**config.mk**
```make
export PLATFORM = sky130hd
export DESIGN_NAME = upgrade_regs
export DESIGN_NICKNAME = d
export VERILOG_FILES = /design/src/upgrade_pkg.sv /design/src/input_sync.sv /design/src/upgrade_regs.sv /design/src/user_watchdog.sv
export SDC_FILE = /design/constraint.sdc
export NUM_CORES = 1
export LEC_CHECK = 0
export ABC_AREA = 1
export BUFFER_PORTS_ARGS = -buffer_cell sky130_fd_sc_hd__buf_2
export CELL_PAD_IN_SITES_DETAIL_PLACEMENT = 1
export CELL_PAD_IN_SITES_GLOBAL_PLACEMENT = 2
export CORE_ASPECT_RATIO = 1.5
export CORE_MARGIN = 10
export CORE_UTILIZATION = 35
export CTS_BUF_LIST = sky130_fd_sc_hd__clkbuf_16
export CTS_CLUSTER_DIAMETER = 150
export CTS_CLUSTER_SIZE = 28
export DETAILED_ROUTE_END_ITERATION = 10
export PLACE_DENSITY_LB_ADDON = 0.08
export SLEW_MARGIN = 5
export SYNTH_ARGS = -nofsm -noshare
export SYNTH_HDL_FRONTEND = slang
export SYNTH_SLANG_ARGS = --single-unit
```
**constraint.sdc**
```tcl
create_clock -name mclk_i -period 23.8 [get_ports mclk_i]
set_input_delay 5.95 -clock mclk_i [delete_from_list [all_inputs] [get_ports mclk_i]]
set_output_delay 5.95 -clock mclk_i [all_outputs]
set_load 0.02 [all_outputs]
```
**src/upgrade_pkg.sv**
```systemverilog
// Constants, field layouts and state codes of the image upgrade register block.
// Assumes a single 50 MHz clock standing in for the internal oscillator.
package upgrade_pkg;

  localparam int CTRL_W     = 39;
  localparam int STAT_W     = 32;
  localparam int ADDR_W     = 24;
  localparam int WD_FIELD_W = 12;
  localparam int WD_CNT_W   = 29;
  localparam int CAUSE_W    = 5;

  // Control register field positions
  localparam int CTL_RSV_HIGH  = 38;
  localparam int CTL_EARLY_DN  = 37;
  localparam int CTL_OSC_SEL   = 36;
  localparam int CTL_WDOG_ON   = 35;
  localparam int CTL_RSV_LOW   = 34;
  localparam int CTL_ADDR_MSB  = 33;
  localparam int CTL_ADDR_LSB  = 12;
  localparam int CTL_WD_MSB    = 11;
  localparam int CTL_WD_LSB    = 0;

  // Status word field positions
  localparam int ST_STATE_MSB  = 31;
  localparam int ST_STATE_LSB  = 30;
  localparam int ST_WDEN_BIT   = 29;
  localparam int ST_CAUSE_MSB  = 38;

  // Reset values and fixed patterns
  localparam logic [CTRL_W-1:0] CTRL_RESET =
    39'h40_0000_0000;
  localparam logic [ADDR_W-1:0] SERIAL_FACTORY_ADDR   = 24'h000000;
  localparam logic [ADDR_W-1:0] PARALLEL_FACTORY_ADDR = 24'h010000;
  localparam logic [16:0]       WD_LOW_PATTERN  = 17'h00008;
  localparam logic [1:0]        ADDR_PAD        = 2'h0;

  // Cause bits, highest index wins a tie
  localparam int CAUSE_PIN_RESET = 4;
  localparam int CAUSE_CRC       = 3;
  localparam int CAUSE_DEV_ERR   = 2;
  localparam int CAUSE_WATCHDOG  = 1;
  localparam int CAUSE_USER_REQ  = 0;

  typedef enum logic [1:0] {
    ST_POWERUP  = 2'b00,
    ST_FACTORY  = 2'b01,
    ST_APP      = 2'b10,
    ST_RECONFIG = 2'b11
  } master_state_t;

endpackage : upgrade_pkg

```
**src/input_sync.sv**
```systemverilog
// Three-stage synchroniser for a vector of pins from outside the clock.
// A bit's filtered level changes only when stages two and three agree.
`timescale 1ns/100ps
module input_sync #(
  parameter int           W    = 1,
  parameter logic [W-1:0] INIT = '0
) (
  input  wire logic         mclk_i,
  input  wire logic         reset_i,
  input  wire logic [W-1:0] async_i,
  output logic      [W-1:0] level_o
);

  logic [W-1:0] s1_r;
  logic [W-1:0] s2_r;
  logic [W-1:0] s3_r;
  logic [W-1:0] level_nxt;

  // Agreement takes the new value, disagreement holds the old one
  assign level_nxt = (s2_r & s3_r) | (level_o & (s2_r | s3_r));

  always_ff @(posedge mclk_i or posedge reset_i)
  begin
    if (reset_i)
    begin
      s1_r    <= INIT;
      s2_r    <= INIT;
      s3_r    <= INIT;
      level_o <= INIT;
    end
    else
    begin
      s1_r    <= async_i;
      s2_r    <= s1_r;
      s3_r    <= s2_r;
      level_o <= level_nxt;
    end
  end

endmodule : input_sync

```
**src/upgrade_regs.sv**
```systemverilog
// Image upgrade register block: shift, update, control and status
// registers, master state and watchdog hookup.
// Assumes the user-side pins are asynchronous to mclk_i and that the
// configuration engine shares mclk_i.
`timescale 1ns/100ps
//
// Contract
// - User logic reaches update, status and control through a shift register.
// - Update writes allowed only in factory image in remote mode.
// - Read in application image copies control into shift register.
// - Read in factory image copies update into shift register.
// - Update changes only by factory shift-in then update operation; here its address field also takes the power-up preset.
// - Each reconfiguration start loads control from update.
// - Each reconfiguration writes its cause into status register.
// - Capture cycle copies status into the shift register.
// - Control and status run on oscillator clock or alternate user clock; here both run on mclk_i only.
// - Shift and update follow register clock, at most 40 MHz; here they run on mclk_i and act on synchronised register clock rises.
// - Serial scheme clears control address to zero at power up.
// - Parallel scheme presets control address to factory location.
// - Parallel scheme factory address replaceable by dedicated instruction.
// - Control layout: rsv, early check, osc, wd enable, rsv, addr, wd.
// - Watchdog runs for application image when enable bit set.
// - Watchdog field forms top 12 bits of 29-bit count.
// - Boot address is address field with two zero bits appended.
// - Control holds early done check and oscillator select bits.
// - Low reserved bit held zero, high reserved bit held one.
// - Factory status word shows master state and boot address.
module upgrade_regs
  import upgrade_pkg::*;
(
  input  wire logic                      mclk_i,
  input  wire logic                      reset_i,
  input  wire logic                      upgrade_reg_clock_i,
  input  wire logic                      serial_in_i,
  input  wire logic                      shift_not_load_sel_i,
  input  wire logic                      capture_not_update_sel_i,
  input  wire logic                      status_sel_i,
  input  wire logic                      reconfigure_request_n_i,
  input  wire logic                      watchdog_kick_n_i,
  input  wire logic                      config_reset_n_i,
  input  wire logic                      device_error_n_i,
  input  wire logic                      crc_error_i,
  input  wire logic                      config_complete_flag_i,
  input  wire logic                      remote_mode_i,
  input  wire logic                      active_parallel_scheme_i,
  input  wire logic                      factory_address_load_i,
  input  wire logic [upgrade_pkg::ADDR_W-1:0] factory_address_i,
  output logic                           serial_out_o,
  output logic [upgrade_pkg::ADDR_W-1:0] boot_address_o,
  output logic                           reconfig_start_o,
  output logic                           factory_image_o,
  output logic                           early_done_check_o,
  output logic                           osc_select_o,
  output logic                           watchdog_enable_o
);

  // Synchronised pins, order fixed by the concatenation below
  localparam int NSYNC = 9;
  localparam logic [NSYNC-1:0] SYNC_INIT = 9'h0EF; // Pin idle levels

  logic [NSYNC-1:0] pins_raw;
  logic [NSYNC-1:0] pins_lvl;
  logic             rclk_lvl;
  logic             sin_lvl;
  logic             shift_lvl;
  logic             capt_lvl;
  logic             stsel_lvl;
  logic             reqn_lvl;
  logic             kickn_lvl;
  logic             rstn_lvl;
  logic             errn_lvl;

  assign pins_raw = {upgrade_reg_clock_i, serial_in_i,
                     shift_not_load_sel_i, capture_not_update_sel_i,
                     status_sel_i, reconfigure_request_n_i,
                     watchdog_kick_n_i, config_reset_n_i,
                     device_error_n_i};
  assign {rclk_lvl, sin_lvl, shift_lvl, capt_lvl, stsel_lvl,
          reqn_lvl, kickn_lvl, rstn_lvl, errn_lvl} = pins_lvl;

  input_sync #(
    .W    (NSYNC),
    .INIT (SYNC_INIT)
  ) u_sync (
    .mclk_i  (mclk_i),
    .reset_i (reset_i),
    .async_i (pins_raw),
    .level_o (pins_lvl)
  );

  // Registers
  master_state_t         state_r;
  master_state_t         state_nxt;
  logic                  target_app_r;
  logic [CTRL_W-1:0]     shift_r;
  logic [CTRL_W-1:0]     shift_nxt;
  logic [CTRL_W-1:0]     update_r;
  logic [CTRL_W-1:0]     control_r;
  logic [STAT_W-1:0]     status_cur;
  logic [CAUSE_W-1:0]    cause_r;
  logic [ADDR_W-1:0]     cur_boot_r;
  logic [ADDR_W-1:0]     factory_addr_r;
  logic                  straps_taken_r;
  logic                  remote_r;
  logic                  parallel_r;
  logic                  rclk_d_r;
  logic                  reqn_d_r;
  logic                  rstn_d_r;
  logic                  errn_d_r;
  logic                  kickn_d_r;

  // Edge and event decode
  logic                  rclk_rise;
  logic                  user_req;
  logic                  pin_reset;
  logic                  dev_err;
  logic                  kick;
  logic                  wd_expired;
  logic                  in_factory;
  logic                  in_app;
  logic [CAUSE_W-1:0]    cause_vec;
  logic [CAUSE_W-1:0]    cause_win;
  logic                  any_cause;
  logic                  do_shift;
  logic                  do_capture;
  logic                  do_update;
  logic                  update_ok;
  logic [CTRL_W-1:0]     read_word;
  logic [ADDR_W-1:0]     next_boot;
  logic [ADDR_W-1:0]     update_boot;
  logic [WD_CNT_W-1:0]   wd_count_cur;

  // Keeps a boot address field inside the control layout
  function automatic logic [21:0] addr_field(input logic [ADDR_W-1:0] a);
    return a[ADDR_W-1:2];
  endfunction : addr_field

  // Forces both reserved control bits to their held values
  function automatic logic [CTRL_W-1:0] fix_reserved(
    input logic [CTRL_W-1:0] w
  );
    logic [CTRL_W-1:0] r;
    r               = w;
    r[CTL_RSV_LOW]  = 1'b0;
    r[CTL_RSV_HIGH] = 1'b1;
    return r;
  endfunction : fix_reserved

  // Only the rising edge of the register clock moves the shift path
  assign rclk_rise  = rclk_lvl && !rclk_d_r;
  assign user_req   = !reqn_lvl && reqn_d_r;
  assign pin_reset  = !rstn_lvl && rstn_d_r;
  assign dev_err    = !errn_lvl && errn_d_r;
  assign kick       = !kickn_lvl && kickn_d_r;
  assign in_factory = (state_r == ST_FACTORY);
  assign in_app     = (state_r == ST_APP);

  assign do_shift   = rclk_rise && shift_lvl;
  assign do_capture = rclk_rise && !shift_lvl && capt_lvl;
  assign do_update  = rclk_rise && !shift_lvl && !capt_lvl;
  assign update_ok  = do_update && in_factory && remote_r;

  // Read source: status on request, else update or control by image
  assign status_cur = in_factory ?
    {state_r, 6'h00, cur_boot_r} :
    {state_r, control_r[CTL_WDOG_ON], wd_count_cur};
  assign read_word  = stsel_lvl ?
    {cause_r, 2'h0, status_cur} :
    (in_factory ? update_r : control_r);

  assign shift_nxt  = do_shift ?
    {sin_lvl, shift_r[CTRL_W-1:1]} :
    (do_capture ? read_word : shift_r);

  assign wd_count_cur = {control_r[CTL_WD_MSB:CTL_WD_LSB],
                         WD_LOW_PATTERN};

  // Reconfiguration causes; every cause, the user logic request included,
  // counts only once an image is running
  assign cause_vec[CAUSE_PIN_RESET] = pin_reset;
  assign cause_vec[CAUSE_CRC]       = crc_error_i;
  assign cause_vec[CAUSE_DEV_ERR]   = dev_err;
  assign cause_vec[CAUSE_WATCHDOG]  = wd_expired;
  assign cause_vec[CAUSE_USER_REQ]  = user_req;
  assign any_cause = (in_factory || in_app) && (cause_vec != '0);

  // Highest cause wins a tie, so the one-hot record stays one-hot
  assign cause_win =
    cause_vec[CAUSE_PIN_RESET] ? 5'h10 :
    cause_vec[CAUSE_CRC]       ? 5'h08 :
    cause_vec[CAUSE_DEV_ERR]   ? 5'h04 :
    cause_vec[CAUSE_WATCHDOG]  ? 5'h02 : 5'h01;

  // Factory may launch the application by user request only
  logic go_app;
  assign go_app      = in_factory && (cause_win == 5'h01) && remote_r;
  assign update_boot = {update_r[CTL_ADDR_MSB:CTL_ADDR_LSB], ADDR_PAD};
  assign next_boot   = go_app ? update_boot : factory_addr_r;

  // Address field preset at power up, chosen by configuration scheme
  logic [21:0] preset_field;
  assign preset_field = active_parallel_scheme_i ?
    addr_field(PARALLEL_FACTORY_ADDR) :
    addr_field(SERIAL_FACTORY_ADDR);

  always_comb
  begin
    state_nxt = state_r;
    case (state_r)
      ST_POWERUP:
        if (straps_taken_r)
          state_nxt = ST_RECONFIG;
      ST_FACTORY,
      ST_APP:
        if (any_cause)
          state_nxt = ST_RECONFIG;
      ST_RECONFIG:
        if (config_complete_flag_i)
          state_nxt = target_app_r ? ST_APP : ST_FACTORY;
      default:
        state_nxt = ST_POWERUP;
    endcase
  end

  // Straps caught once after reset release, never under reset
  always_ff @(posedge mclk_i or posedge reset_i)
  begin
    if (reset_i)
    begin
      straps_taken_r <= 1'b0;
      remote_r       <= 1'b0;
      parallel_r     <= 1'b0;
    end
    else if (!straps_taken_r)
    begin
      straps_taken_r <= 1'b1;
      remote_r       <= remote_mode_i;
      parallel_r     <= active_parallel_scheme_i;
    end
  end

  // Factory location, replaceable in the parallel scheme
  always_ff @(posedge mclk_i or posedge reset_i)
  begin
    if (reset_i)
      factory_addr_r <= SERIAL_FACTORY_ADDR;
    else if (!straps_taken_r)
      factory_addr_r <= active_parallel_scheme_i ?
                        PARALLEL_FACTORY_ADDR :
                        SERIAL_FACTORY_ADDR;
    else if (factory_address_load_i && parallel_r)
      factory_addr_r <= factory_address_i;
  end

  // Edge history of synchronised levels
  always_ff @(posedge mclk_i or posedge reset_i)
  begin
    if (reset_i)
    begin
      rclk_d_r  <= 1'b0;
      reqn_d_r  <= 1'b1;
      rstn_d_r  <= 1'b1;
      errn_d_r  <= 1'b1;
      kickn_d_r <= 1'b1;
    end
    else
    begin
      rclk_d_r  <= rclk_lvl;
      reqn_d_r  <= reqn_lvl;
      rstn_d_r  <= rstn_lvl;
      errn_d_r  <= errn_lvl;
      kickn_d_r <= kickn_lvl;
    end
  end

  // Shift register follows register clock edges only; update also takes the power-up address preset
  always_ff @(posedge mclk_i or posedge reset_i)
  begin
    if (reset_i)
    begin
      shift_r      <= '0;
      update_r     <= CTRL_RESET;
      serial_out_o <= 1'b0;
    end
    else
    begin
      shift_r      <= shift_nxt;
      serial_out_o <= shift_nxt[0];
      if (update_ok)
        update_r <= fix_reserved(shift_r);
      else if (!straps_taken_r)
        update_r[CTL_ADDR_MSB:CTL_ADDR_LSB] <= preset_field;
    end
  end

  // Control and status registers on the oscillator clock
  always_ff @(posedge mclk_i or posedge reset_i)
  begin
    if (reset_i)
    begin
      state_r      <= ST_POWERUP;
      target_app_r <= 1'b0;
      control_r    <= CTRL_RESET;
      cause_r      <= '0;
      cur_boot_r   <= SERIAL_FACTORY_ADDR;
    end
    else
    begin
      state_r <= state_nxt;
      if (!straps_taken_r)
        control_r[CTL_ADDR_MSB:CTL_ADDR_LSB] <= preset_field;
      else if (state_r == ST_POWERUP)
      begin
        target_app_r <= 1'b0;
        cur_boot_r   <= factory_addr_r;
      end
      else if (any_cause)
      begin
        control_r    <= fix_reserved(update_r);
        cause_r      <= cause_win;
        target_app_r <= go_app;
        cur_boot_r   <= next_boot;
      end
    end
  end

  // Engine-facing outputs
  always_ff @(posedge mclk_i or posedge reset_i)
  begin
    if (reset_i)
    begin
      reconfig_start_o   <= 1'b0;
      boot_address_o     <= SERIAL_FACTORY_ADDR;
      factory_image_o    <= 1'b0;
      early_done_check_o <= 1'b0;
      osc_select_o       <= 1'b0;
      watchdog_enable_o  <= 1'b0;
    end
    else
    begin
      reconfig_start_o   <= (state_nxt == ST_RECONFIG) &&
                            (state_r != ST_RECONFIG);
      boot_address_o     <= cur_boot_r;
      factory_image_o    <= in_factory;
      early_done_check_o <= control_r[CTL_EARLY_DN];
      osc_select_o       <= control_r[CTL_OSC_SEL];
      watchdog_enable_o  <= in_app && control_r[CTL_WDOG_ON];
    end
  end

  user_watchdog u_wdog (
    .mclk_i          (mclk_i),
    .reset_i         (reset_i),
    .enable_i        (in_app && control_r[CTL_WDOG_ON]),
    .kick_i          (kick),
    .timeout_field_i (control_r[CTL_WD_MSB:CTL_WD_LSB]),
    .expired_o       (wd_expired)
  );

endmodule : upgrade_regs

```
**src/user_watchdog.sv**
```systemverilog
// User watchdog: 29-bit down counter reloaded by a kick pulse.
// Runs on the oscillator clock; enable comes from the control register.
`timescale 1ns/100ps
module user_watchdog
  import upgrade_pkg::*;
(
  input  wire logic                  mclk_i,
  input  wire logic                  reset_i,
  input  wire logic                  enable_i,
  input  wire logic                  kick_i,
  input  wire logic [WD_FIELD_W-1:0] timeout_field_i,
  output logic                       expired_o
);

  logic [WD_CNT_W-1:0] count_r;
  logic [WD_CNT_W-1:0] load_val;
  logic                at_zero;

  assign load_val = {timeout_field_i, WD_LOW_PATTERN};
  assign at_zero  = (count_r == '0);

  always_ff @(posedge mclk_i or posedge reset_i)
  begin
    if (reset_i)
    begin
      count_r   <= '0;
      expired_o <= 1'b0;
    end
    else
    begin
      expired_o <= enable_i && !kick_i && at_zero;
      if (!enable_i || kick_i || at_zero)
        count_r <= load_val;
      else
        count_r <= count_r - 1'b1;
    end
  end

endmodule : user_watchdog
```
==> metrics.txt <==
Worst-Margin Slew=0.991 ns; Fillers=3999; count of input and output buffers=69; Die ar.=0.0420 mm2; HP Class=reg2reg; Syn Area/Cell=slightly below 9 um2; Worst-Skew Late Latency=between 0.5 and 0.6 ns; global route total overflow=0; clock sink total=about 270; Peak Freq=136 MHz; Pleak=between 6 and 7 nW; DRT Wirelength=35100 um; Final Max Tran Viols=0; clock buffer count from CTS=13; Synth Area in Simple Gates=20.9%; FF/Latch Area=0.00685 mm2; post-synth top area cell=dfrtp_1; Int Power=between 0.0007 and 0.0008 W; Synth cell types=35; Peak VDD IR=0.0524 mV; core area=0.0335 mm2; drt first-iter violations=380; placed cell areas=~0.013 mm2; PwrDens=91.7 mW/mm2; synthesized cell area=0.0119 mm2; gr usage total=17.1%; residual DRC count=0; antenna viol nets, final=0; Synth Net Count=1420; Final Instance Area=0.0129 mm2; Ports=70; Post-DP HPWL=24400 um; largest net degree at the start of global routing=148; Crit Path Max Fanout=27; Ys Warns=0; post-cts resize count=0; H-tree Lvls=1; WP data arrival=7.73 ns; Setup Skew=~0.02 ns; GP Congestion=about 0.8; DRT Pass-1 Iters=4; Adder-Cell Fraction of Synth Area=1.38%; final core utilization=38.5%; register area share after synthesis=57.4%; Post-CTS Setup Inserts=0; Ant. Diodes=0; startpoint types=input pin; CTS root buffer=clkbuf_16; initial antenna violation count=0; Sw Pwr=roughly 0.00045 W; Synth Instances=approximately 1400; clk buf depth=3; Final Power=0.00119 W; Sw Share=38.1%; Compound-Gate Fraction of Synth Area=12.1%; Hold Vio Cnt, Final=0; worst path required time=24.20 ns; Final period util=between 30 and 40%; post-synth top area share=50.3%; Synth area leaders=dfrtp_1 (50%), nand2_1 (11%), dfstp_2 (7.0%); layout cells sized above 1=12.5%; Post-Synth XOR/XNOR Area=less than 1%; hold-fix buffer count after cts=0; row count=82; Area Overhead vs Synth=8.37%; largest family of logic cells by synthesized area=simple AND/OR/NAND/NOR gates; clock share of power=around a fifth; max_cap viols=0; Relative slew margins=33.7%; Die H=246 um; fin nets=1449; vias in the first global route=about 9600; die width=171 um; final critical-path required period=around 7.3 ns; final-report setup violation count=0; first-pass GRT wire length=56600 um; Vias=9134; sum of negative setup slack=0 ns; initial cell density of the core=35.6%; critical path type=in2reg; status=completed; Worst setup EP type=flop; clock transition at the registers of the reported paths=0.11 ns; CTS tree=built; post-synthesis mux area share=0%; unrepaired setup endpoints after global routing=false; combinational share of power=27.7%; routed length per instance=19.2 um; area occupied by multi-input gates=0.00421 mm2; power share of the sequential group=between 50% and 60%; via/cell ratio=5.00; #FFs+latches synth=about 270
-- flip-flops by register name, summed over array words and instances (netlist names), 2 cells and up --
| name | count |
|---|---|
| boot_address_o | 24 |
| shift_r | 39 |
| cur_boot_r | 24 |
| factory_addr_r | 24 |
| state_r | 2 |
| u_wdog.count_r | 29 |
| u_sync.level_o | 9 |
| cause_r | 5 |
| u_sync.s2_r | 9 |
| u_sync.s3_r | 9 |
| control_r | 37 |
| u_sync.s1_r | 9 |
| update_r | 37 |
-- through the flow --
step           worst slack [ns]  instances  hold slack, ns
3_3_place_gp              15.95       1808           0.334
2_1_floorplan             10.41       1374           0.331
3_5_place_dp              15.91       1808           0.336
5_1_grt                   16.32       1825           0.366
4_1_cts                   16.46       1825           0.358
6_report                  16.47       1825           0.352
-- critical path: stages --
cell and delay [ns]:
buf_2 0.10, inv_1 0.08, nand2_2 0.08, nor2_4 0.45, nand2_2 0.18, nand2_4 0.13, nand2_4 0.07, nand2_4 0.25
inv_2 0.25, nand2_1 0.11, nand2_1 0.06
-- power by group through the flow --
stage / clock [W] / combinational, W / sequential, W
final: 0.000254 / 0.000328 / 0.000604
after global routing: 0.000282 / 0.000374 / 0.000616
after detailed placement: 0 / 0.000337 / 0.000615
after floorplan: 0 / 0.000221 / 0.000609
after CTS: 0.000267 / 0.000339 / 0.000606
after global placement: 0 / 0.000332 / 0.000615
-- layout make-up --
class                           instances  share of cell area (%)
Multi-Input combinational cell        884                    32.5
Clock buffer                           13                    2.52
Tap cell                              420                    4.06
Timing Repair Buffer                   77                    3.23
Inverter                              155                    4.56
Sequential cell                       272                    53.0
Clock inverter                          4                   0.155
-- path summary, 6_finish.rpt --
kind                                start                  to  slack [ns]  cells after the start
max                           crc_error_i      cur_boot_r[11]       16.47                     11
min                        u_sync.s1_r[0]      u_sync.s2_r[0]        0.35                      0
max reg2reg                    state_r[1]       cur_boot_r[6]       20.67                     10
min reg2reg                u_sync.s1_r[0]      u_sync.s2_r[0]        0.35                      0
max in group asynchronous         reset_i       control_r[13]       16.84                      3
min in group asynchronous         reset_i  early_done_check_o        5.61                      2
-- kinds of logic (layout without fill, tap and decap cells) --
kind of cell / Yosys count / in the layout
buffers and inverters: 218 / 249
other: 1 / 1
flip-flops: 272 / 272
XOR/XNOR: 9 / 9
adder cells (fa/ha/maj): 15 / 15
AO/OA/AOI/OAI: 273 / 273
AND/OR/NAND/NOR: 586 / 586
-- metal layers --
layer  global-route usage, %  wire [um]  vias to the layer above
li1                        -          -                     4447
met1                    20.8      15400                     4568
met2                    31.3      18300                       95
met3                    1.84        805                       24
met4                    4.11        614                        0
met5                       0          0                        -
-- layout by cell type, fill, tap and decap left out, types with 2 or more instances in the layout --
cell type	n
nand2_2	8
a22oi_1	2
o21ai_0	78
dfstp_2	32
inv_1	146
maj3_1	9
a21oi_1	39
o22ai_1	16
nand2_1	342
nor2_2	6
nand3_1	104
o21ai_2	10
dfrtp_1	239
buf_4	7
clkbuf_16	13
xnor2_1	2
inv_2	11
nand4_1	13
nor2_1	99
xor2_1	7
nand2_4	4
ha_1	5
o21ai_1	121
nor2_4	7
buf_2	69
o211ai_1	3
-- Yosys cell counts --
cell and number:
nand2_1 342, dfrtp_1 240, inv_1 144, o21ai_1 122, nand3_1 104, nor2_1 99
o21ai_0 78, a21oi_1 39, dfstp_2 32, clkbuf_1 25, buf_2 24, o22ai_1 16
nand4_1 13, inv_2 11, o21ai_2 10, buf_4 9, maj3_1 9, nand2_2 8
nor2_2 8, xor2_1 7, ha_1 6, nor2_4 5, nand2_4 4, buf_6 3
o211ai_1 3, a22oi_1 2, buf_1 2, xnor2_1 2, conb_1 1, nand3_4 1
o21bai_1 1, o221ai_1 1, o31ai_1 1, or2_0 1, or2_2 1
Power figures use the tool's default switching activity.
